==> src/shared/pdt_pkg.sv <==
// Summary of operation
// - The two-bit retry field asks for zero to three automatic resends.
// - Frame-kind codes 000b to 100b send a message on one of the five packet start types.
// - Frame-kind 101b sends Hard Reset, 110b Cable Reset, 111b the BIST carrier pattern.
// - The transmit length register returns to zero when an attempt ends, good or bad.
// - Header bits 7:0 sit at 0x52 and bits 15:8 at 0x53, both resetting to zero.
// - Payload bytes live at 0x54 to 0x6F, seven 32-bit objects, resetting to zero.
// - The bus voltage reads as ten bits of 25 mV, low byte first, top bits in 1:0 next.
// - Bits 3:2 of the upper voltage byte give the divisor code, 11 reserved.
// - A send requested while the received-message flag is set is dropped unsent.
// - Transmit control returns to zero when an attempt ends, good or bad.
`default_nettype none
package pdt_pkg;
    // ------------------------------------------------------------
    // register offsets
    // ------------------------------------------------------------
    localparam logic [7:0] OFS_TX_CTRL   = 8'h50;
    localparam logic [7:0] OFS_TX_LEN    = 8'h51;
    localparam logic [7:0] OFS_HDR_LOW   = 8'h52;
    localparam logic [7:0] OFS_HDR_HIGH  = 8'h53;
    localparam logic [7:0] OFS_PAY_FIRST = 8'h54;
    localparam logic [7:0] OFS_PAY_LAST  = 8'h6F;
    localparam logic [7:0] OFS_VOLT_LOW  = 8'h70;
    localparam logic [7:0] OFS_VOLT_HIGH = 8'h71;
    // ------------------------------------------------------------
    // fields and reset values
    // ------------------------------------------------------------
    localparam int         PAY_BYTES     = 28;
    localparam int         RETRY_LSB     = 4;
    localparam int         KIND_LSB      = 0;
    localparam logic [7:0] CTRL_WR_MASK  = 8'hF7;
    localparam logic [7:0] RST_BYTE      = 8'h00;
    localparam logic [9:0] RST_VOLT      = 10'h000;
    localparam logic [1:0] RST_SCALE     = 2'h0;
    typedef enum logic [2:0] {
        PDT_KIND_SOP      = 3'b000,
        PDT_KIND_SOP_P    = 3'b001,
        PDT_KIND_SOP_PP   = 3'b010,
        PDT_KIND_DBG_P    = 3'b011,
        PDT_KIND_DBG_PP   = 3'b100,
        PDT_KIND_HARD_RST = 3'b101,
        PDT_KIND_CABLE_RST= 3'b110,
        PDT_KIND_BIST     = 3'b111
    } pdt_kind_t;
    typedef enum logic [0:0] {
        PDT_IDLE = 1'b0,
        PDT_BUSY = 1'b1
    } pdt_state_t;
endpackage : pdt_pkg
`default_nettype wire

==> src/logic/pdt_tx_regs.sv <==
`timescale 1ns/1ns
`default_nettype none
module pdt_tx_regs (
    input  wire logic                 i_clk_sys,
    input  wire logic                 i_rst_b,
    input  wire logic                 i_reg_wr,
    input  wire logic                 i_reg_rd,
    input  wire logic [7:0]           i_reg_addr,
    input  wire logic [7:0]           i_reg_wdata,
    output logic      [7:0]           o_reg_rdata,
    input  wire logic                 i_received_message_flag,
    input  wire logic                 i_tx_done,
    input  wire logic [4:0]           i_tx_byte_idx,
    input  wire logic [9:0]           i_bus_voltage_reading,
    input  wire logic [1:0]           i_scale_code,
    output logic                      o_tx_start,
    output logic                      o_tx_discard,
    output logic                      o_tx_busy,
    output pdt_pkg::pdt_kind_t        o_tx_frame_kind,
    output logic                      o_tx_is_message,
    output logic                      o_tx_is_ordered_set,
    output logic                      o_tx_is_bist,
    output logic      [1:0]           o_tx_retries,
    output logic      [7:0]           o_tx_length,
    output logic      [7:0]           o_tx_header_low,
    output logic      [7:0]           o_tx_header_high,
    output logic      [7:0]           o_tx_payload_byte
);
    import pdt_pkg::*;

    // ------------------------------------------------------------
    // storage
    // ------------------------------------------------------------
    logic [7:0] ctrl_q;
    logic [7:0] len_q;
    logic [7:0] hdr_low_q;
    logic [7:0] hdr_high_q;
    logic [7:0] pay_q [PAY_BYTES];
    logic [9:0] volt_q;
    logic [1:0] scale_q;
    pdt_state_t state_q;

    function automatic logic in_payload(input logic [7:0] a);
        in_payload = (a >= OFS_PAY_FIRST) && (a <= OFS_PAY_LAST);
    endfunction : in_payload

    function automatic logic [4:0] pay_index(input logic [7:0] a);
        logic [7:0] diff;
        diff      = a - OFS_PAY_FIRST;
        pay_index = diff[4:0];
    endfunction : pay_index

    logic ctrl_wr;
    logic attempt_end;
    assign ctrl_wr     = i_reg_wr && (i_reg_addr == OFS_TX_CTRL)
                         && (state_q == PDT_IDLE);
    // a dropped request also counts as a finished attempt
    assign attempt_end = ((state_q == PDT_BUSY) && i_tx_done)
                         || (ctrl_wr && i_received_message_flag);

    // ------------------------------------------------------------
    // transmit sequencing
    // ------------------------------------------------------------
    always_ff @(posedge i_clk_sys or negedge i_rst_b) begin
        if (!i_rst_b) begin
            state_q      <= PDT_IDLE;
            o_tx_start   <= 1'b0;
            o_tx_discard <= 1'b0;
        end else begin
            o_tx_start   <= ctrl_wr && !i_received_message_flag;
            o_tx_discard <= ctrl_wr && i_received_message_flag;
            case (state_q)
                PDT_IDLE: begin
                    if (ctrl_wr && !i_received_message_flag) begin
                        state_q <= PDT_BUSY;
                    end
                end
                PDT_BUSY: begin
                    if (i_tx_done) begin
                        state_q <= PDT_IDLE;
                    end
                end
                default: state_q <= PDT_IDLE;
            endcase
        end
    end

    // ------------------------------------------------------------
    // control and length; end of attempt beats a same-cycle write
    // ------------------------------------------------------------
    always_ff @(posedge i_clk_sys or negedge i_rst_b) begin
        if (!i_rst_b) begin
            ctrl_q <= RST_BYTE;
        end else if (attempt_end) begin
            ctrl_q <= RST_BYTE;
        end else if (ctrl_wr) begin
            ctrl_q <= i_reg_wdata & CTRL_WR_MASK;
        end
    end

    always_ff @(posedge i_clk_sys or negedge i_rst_b) begin
        if (!i_rst_b) begin
            len_q <= RST_BYTE;
        end else if (attempt_end) begin
            len_q <= RST_BYTE;
        end else if (i_reg_wr && (i_reg_addr == OFS_TX_LEN)) begin
            len_q <= i_reg_wdata;
        end
    end

    // ------------------------------------------------------------
    // header and payload
    // ------------------------------------------------------------
    always_ff @(posedge i_clk_sys or negedge i_rst_b) begin
        if (!i_rst_b) begin
            hdr_low_q  <= RST_BYTE;
            hdr_high_q <= RST_BYTE;
        end else if (i_reg_wr) begin
            if (i_reg_addr == OFS_HDR_LOW) begin
                hdr_low_q <= i_reg_wdata;
            end
            if (i_reg_addr == OFS_HDR_HIGH) begin
                hdr_high_q <= i_reg_wdata;
            end
        end
    end

    always_ff @(posedge i_clk_sys or negedge i_rst_b) begin
        if (!i_rst_b) begin
            for (int i = 0; i < PAY_BYTES; i++) begin
                pay_q[i] <= RST_BYTE;
            end
        end else if (i_reg_wr && in_payload(i_reg_addr)) begin
            pay_q[pay_index(i_reg_addr)] <= i_reg_wdata;
        end
    end

    // ------------------------------------------------------------
    // voltage capture from the same-clock converter
    // ------------------------------------------------------------
    always_ff @(posedge i_clk_sys or negedge i_rst_b) begin
        if (!i_rst_b) begin
            volt_q  <= RST_VOLT;
            scale_q <= RST_SCALE;
        end else begin
            volt_q  <= i_bus_voltage_reading;
            scale_q <= i_scale_code;
        end
    end

    // ------------------------------------------------------------
    // read port, one cycle behind the strobe
    // ------------------------------------------------------------
    always_ff @(posedge i_clk_sys or negedge i_rst_b) begin
        if (!i_rst_b) begin
            o_reg_rdata <= RST_BYTE;
        end else if (i_reg_rd) begin
            if (in_payload(i_reg_addr)) begin
                o_reg_rdata <= pay_q[pay_index(i_reg_addr)];
            end else begin
                case (i_reg_addr)
                    OFS_TX_CTRL:   o_reg_rdata <= ctrl_q;
                    OFS_TX_LEN:    o_reg_rdata <= len_q;
                    OFS_HDR_LOW:   o_reg_rdata <= hdr_low_q;
                    OFS_HDR_HIGH:  o_reg_rdata <= hdr_high_q;
                    OFS_VOLT_LOW:  o_reg_rdata <= volt_q[7:0];
                    OFS_VOLT_HIGH: o_reg_rdata <= {4'h0, scale_q,
                                                   volt_q[9:8]};
                    default:       o_reg_rdata <= RST_BYTE;
                endcase
            end
        end
    end

    // ------------------------------------------------------------
    // transmit-side view; header and payload are captured live so
    // the sender sees what was loaded before the start write
    // ------------------------------------------------------------
    always_ff @(posedge i_clk_sys or negedge i_rst_b) begin
        if (!i_rst_b) begin
            o_tx_busy           <= 1'b0;
            o_tx_frame_kind     <= PDT_KIND_SOP;
            o_tx_is_message     <= 1'b0;
            o_tx_is_ordered_set <= 1'b0;
            o_tx_is_bist        <= 1'b0;
            o_tx_retries        <= 2'h0;
            o_tx_length         <= RST_BYTE;
            o_tx_header_low     <= RST_BYTE;
            o_tx_header_high    <= RST_BYTE;
            o_tx_payload_byte   <= RST_BYTE;
        end else begin
            o_tx_busy           <= (state_q == PDT_BUSY);
            o_tx_frame_kind     <= pdt_kind_t'(ctrl_q[KIND_LSB +: 3]);
            o_tx_is_message     <= ctrl_q[KIND_LSB +: 3]
                                   <= PDT_KIND_DBG_PP;
            o_tx_is_ordered_set <= (ctrl_q[KIND_LSB +: 3]
                                    == PDT_KIND_HARD_RST)
                                   || (ctrl_q[KIND_LSB +: 3]
                                    == PDT_KIND_CABLE_RST);
            o_tx_is_bist        <= ctrl_q[KIND_LSB +: 3]
                                   == PDT_KIND_BIST;
            o_tx_retries        <= ctrl_q[RETRY_LSB +: 2];
            o_tx_length         <= len_q;
            o_tx_header_low     <= hdr_low_q;
            o_tx_header_high    <= hdr_high_q;
            o_tx_payload_byte   <= (i_tx_byte_idx < 5'(PAY_BYTES))
                                   ? pay_q[i_tx_byte_idx] : RST_BYTE;
        end
    end
endmodule : pdt_tx_regs
`default_nettype wire

==> config.mk <==
export PLATFORM = sky130hd
export DESIGN_NAME = pdt_tx_regs
export DESIGN_NICKNAME = d
export VERILOG_FILES = /design/src/shared/pdt_pkg.sv /design/src/logic/pdt_tx_regs.sv
export SDC_FILE = /design/constraint.sdc
export NUM_CORES = 1
export LEC_CHECK = 0
export BUFFER_PORTS_ARGS = -buffer_cell sky130_fd_sc_hd__buf_2
export CORE_ASPECT_RATIO = 0.7
export CORE_UTILIZATION = 38
export DETAILED_ROUTE_END_ITERATION = 12
export GPL_TIMING_DRIVEN = 0
export PLACE_DENSITY = 0.65
export SYNTH_ARGS = -nofsm -noshare
export SYNTH_HDL_FRONTEND = slang
export SYNTH_SLANG_ARGS = --single-unit
==> constraint.sdc <==
create_clock -name i_clk_sys -period 1.6 [get_ports i_clk_sys]
set_input_delay 0.08 -clock i_clk_sys [delete_from_list [all_inputs] [get_ports i_clk_sys]]
set_output_delay 0.08 -clock i_clk_sys [all_outputs]
set_load 0.01 [all_outputs]
==> impl_metrics.env <==
export IMPL_detail_route_antenna_nets=0
export IMPL_drv_slew=0
export IMPL_arrival_ns=2.41
export IMPL_cap_violations=0
export IMPL_h_tree_depth=1
export IMPL_tightest_slew_ns=1.15
export IMPL_power_density_nw_per_um2=928
export IMPL_first_global_vias=10592
export IMPL_netlist_area_sq_um=15600
export IMPL_rsz0062_at_grt="true"
export IMPL_synth_cell_type_count=49
export IMPL_numPlacedInstances=1630
export IMPL_ys_ff_latch=319
export IMPL_ys_flop_type="dfrtp_1"
export IMPL_grt_ovfl_total=0
export IMPL_setup_viol=16
export IMPL_drt_first_iter_violations=900
export IMPL_use_met1_pct=34.0
export IMPL_routed_wl_mm=50.9
export IMPL_worst_slack_ns=-0.339
export IMPL_ys_warn_count=0
export IMPL_start_kind="register"
export IMPL_p_leak_uw=0.00897
export IMPL_cts_tree="built"
export IMPL_port_buffers=83
export IMPL_synthesis_instances=1009
export IMPL_p_total_uw=18300
export IMPL_post_route_period_util_pct=121
export IMPL_violations="negative setup slack"
export IMPL_vias=10470
export IMPL_path_clk_slew_ns=0.07
export IMPL_hpwlAfterDp_mm=35.4
export IMPL_die_y_um=172
export IMPL_top_usage_layer="met2"
export IMPL_syn_avg_cell_area_sq_um=15.5
export IMPL_fin_cells=1759
export IMPL_routed_via_density=5.95
export IMPL_grt_use_total_pct=24.4
export IMPL_fin_crit_ns=1.94
export IMPL_io_pins=90
export IMPL_dr_pass1_iters=5
export IMPL_drive_above_1_share_pct=56.0
export IMPL_syn_num_nets=1051
export IMPL_cp_slowest_cell="mux4_2"
export IMPL_grt_max_degree=98
export IMPL_grtUsageMet3_pct=10.3
export IMPL_crit_type="reg -> reg"
export IMPL_antenna_found_initial=2
export IMPL_crit_chain="mux4_2 > mux4_2 > mux2_4"
export IMPL_synth_async_reset_ratio_pct=100
export IMPL_crit_fanout=2
export IMPL_use_met2_pct=34.4
export IMPL_syn_to_final_growth_pct=26.1
export IMPL_clock_latency_ns=0.60
export IMPL_clk_path_buf_depth=3
export IMPL_finalHoldViolations=0
export IMPL_start_util_pct=38.9
export IMPL_timing_critical_path_mode_cell="mux4_2"
export IMPL_min_path_type="in -> reg"
export IMPL_end_kind="register"
export IMPL_nets=1245
export IMPL_max_freq_ghz=0.516
export IMPL_drc=0
export IMPL_slew_limit_headroom_pct=23.6
export IMPL_die_width_um=244
export IMPL_worstPathRequired_ns=2.07
export IMPL_grt_pass1_wl_mm=73.0
export IMPL_skew_ns=0.0117
export IMPL_rows=61
export IMPL_synth_edf_count=0
export IMPL_crit_path_max_incr_delay_ns=0.56
export IMPL_clock_sinks=319
export IMPL_gp_congestion=1.02
export IMPL_yosysSeqAreaShare_pct=51.2
export IMPL_peakVddDrop_v=0.00107
export IMPL_die_area_sq_um=41900
export IMPL_core_sq_um=40100
export IMPL_clk_root_buffer_cell="clkbuf_16"
export IMPL_wl_per_cell_um=28.9
export IMPL_nFillCells=3337
export IMPL_status="finished with violations"
export IMPL_numCtsBuffers=31
## sequential cells by signal, summed over array words and instances (netlist names)
register             flops
pay_q                  224
volt_q                  10
hdr_high_q               8
hdr_low_q                8
len_q                    8
o_reg_rdata              8
o_tx_header_high         8
o_tx_header_low          8
o_tx_length              8
o_tx_payload_byte        8
ctrl_q                   7
o_tx_frame_kind          3
o_tx_retries             2
scale_q                  2
o_tx_busy                1
o_tx_discard             1
o_tx_is_bist             1
o_tx_is_message          1
o_tx_is_ordered_set      1
o_tx_start               1
state_q                  1
## layout by cell type (no fill, tap or decap), types with 3 or more instances in the layout
| cell type | synthesis | layout |
|---|---|---|
| dfrtp_1 | 319 | 319 |
| mux2_2 | 244 | 138 |
| mux4_2 | 125 | 125 |
| mux2_4 | 8 | 114 |
| buf_2 | 19 | 85 |
| buf_4 | 4 | 39 |
| clkbuf_1 | 42 | 33 |
| clkbuf_16 | 0 | 31 |
| nand2_1 | 38 | 27 |
| dlygate4sd3_1 | 0 | 27 |
| mux2i_1 | 30 | 21 |
| nor2_4 | 6 | 21 |
| buf_12 | 0 | 19 |
| nor2_1 | 18 | 15 |
| nand3_1 | 18 | 13 |
| a22o_1 | 14 | 13 |
| buf_6 | 2 | 12 |
| clkbuf_2 | 0 | 11 |
| inv_1 | 12 | 10 |
| o22ai_1 | 9 | 9 |
| mux2i_4 | 0 | 9 |
| nand2_2 | 0 | 8 |
| clkinv_2 | 0 | 8 |
| a22oi_1 | 8 | 7 |
| clkbuf_8 | 0 | 6 |
| a221oi_2 | 0 | 6 |
| buf_1 | 8 | 5 |
| nand2b_1 | 7 | 5 |
| buf_8 | 0 | 5 |
| o2bb2ai_1 | 6 | 5 |
| nor3_2 | 1 | 4 |
| and2_1 | 3 | 3 |
| nor2b_1 | 4 | 3 |
| nand3_4 | 0 | 3 |
| nand2_4 | 0 | 3 |
| o31ai_1 | 3 | 3 |
| buf_16 | 0 | 3 |
## logic make-up after synthesis
kind of cell / count (synthesis) / share of synthesized area [%]
buffers and inverters: 88 / 2.46
AND/OR/NAND/NOR: 129 / 4.50
AO/OA/AOI/OAI: 59 / 3.01
multiplexers: 407 / 38.4
adder cells (fa/ha/maj): 3 / 0.241
XOR/XNOR: 4 / 0.273
flip-flops: 319 / 51.2
## metrics by stage
stage          setup WS, ns  area [sq um]  hold slack [ns]  utilization [%]   TNS, ns
2_1_floorplan        -0.171         16100           -0.216                -    -26.12
3_3_place_gp          -5.69         17200            0.190             42.9  -2008.23
3_5_place_dp          -1.16         17300          0.00525             43.2   -209.38
4_1_cts              -0.340         19300           0.0112             48.1     -2.96
5_1_grt              -0.392         19700           0.0842             49.1     -4.27
6_report             -0.339         19700           0.0743             49.1     -3.55
## final cells by class
cell class | count | area (sq um) | area share [%]
clock inverters | 10 | 67.6 | 0.343
well taps | 535 | 669 | 3.40
plain buffers | 73 | 497 | 2.52
inverters | 13 | 70.1 | 0.356
flip-flops and latches | 319 | 7980 | 40.6
multi-input cells | 602 | 8150 | 41.4
diodes | 2 | 5.00 | 0.0254
repair buffers | 163 | 1370 | 6.96
clock buffers | 42 | 867 | 4.41
## critical path: cells and delay by family (launching register included)
kind	cells	cell delay [ns]
mux	3	1.44
flops	1	0.38
## Yosys cell counts (2+ instances only)
master / count / area share [%]
nor2b_1: 4 / 0.16
o22ai_1: 9 / 0.36
buf_1: 8 / 0.19
mux2i_1: 30 / 1.9
a22oi_1: 8 / 0.38
and3_1: 2 / 0.080
dfrtp_1: 319 / 51
mux2_2: 244 / 18
and2_1: 3 / 0.12
nand2b_1: 7 / 0.28
buf_2: 19 / 0.61
o221ai_1: 2 / 0.11
nand2_1: 38 / 0.91
inv_1: 12 / 0.29
nand3_1: 18 / 0.58
nor2_1: 18 / 0.43
mux2_4: 8 / 0.77
xor2_1: 2 / 0.11
buf_4: 4 / 0.19
o21ai_0: 4 / 0.13
nor2_4: 6 / 0.43
ha_1: 3 / 0.24
o31ai_1: 3 / 0.14
mux4_2: 125 / 18
nor2_2: 14 / 0.56
o2bb2ai_1: 6 / 0.34
clkbuf_1: 42 / 1.0
a221oi_1: 8 / 0.45
a22o_1: 14 / 0.79
buf_6: 2 / 0.14
or3_1: 2 / 0.080
and4_1: 2 / 0.11
nor3b_1: 2 / 0.096
nor3_1: 6 / 0.19
## where the power goes
| group | switching (uW) | total, uW | internal, uW |
|---|---|---|---|
| logic | 1340 | 2480 | 1140 |
| clock network | 3250 | 7020 | 3780 |
| registers | 281 | 8750 | 8470 |
| total | 4870 | 18300 | 13400 |
## repair_timing
action / CTS / global route
buffers inserted: 40 / 11
hold endpoints to repair: 359 / 2
resized for setup: 70 / 89
hold buffers: 25 / 2
cloned: 0 / 0
pin swaps: 28 / 24
setup endpoints to repair: 223 / 208
## metal layers
metal,vias up,share of wire [%]
li1,4230,-
met1,5628,43
met2,508,41
met3,100,12
met4,4,3.3
met5,-,0.27
## final timing paths
path,cells after the start,slack (ns),startpoint,endpoint
worst max-delay path,3,-0.34,pay_q[132],o_tx_payload_byte[4]
worst min-delay path,4,0.07,i_reg_rd,o_reg_rdata[6]
worst max register to register,3,-0.34,pay_q[132],o_tx_payload_byte[4]
worst min register to register,0,0.40,hdr_high_q[1],o_tx_header_high[1]
max in group asynchronous,4,0.20,i_rst_b,pay_q[132]
min in group asynchronous,3,0.54,i_rst_b,len_q[3]
Power figures use the tool's default switching activity.
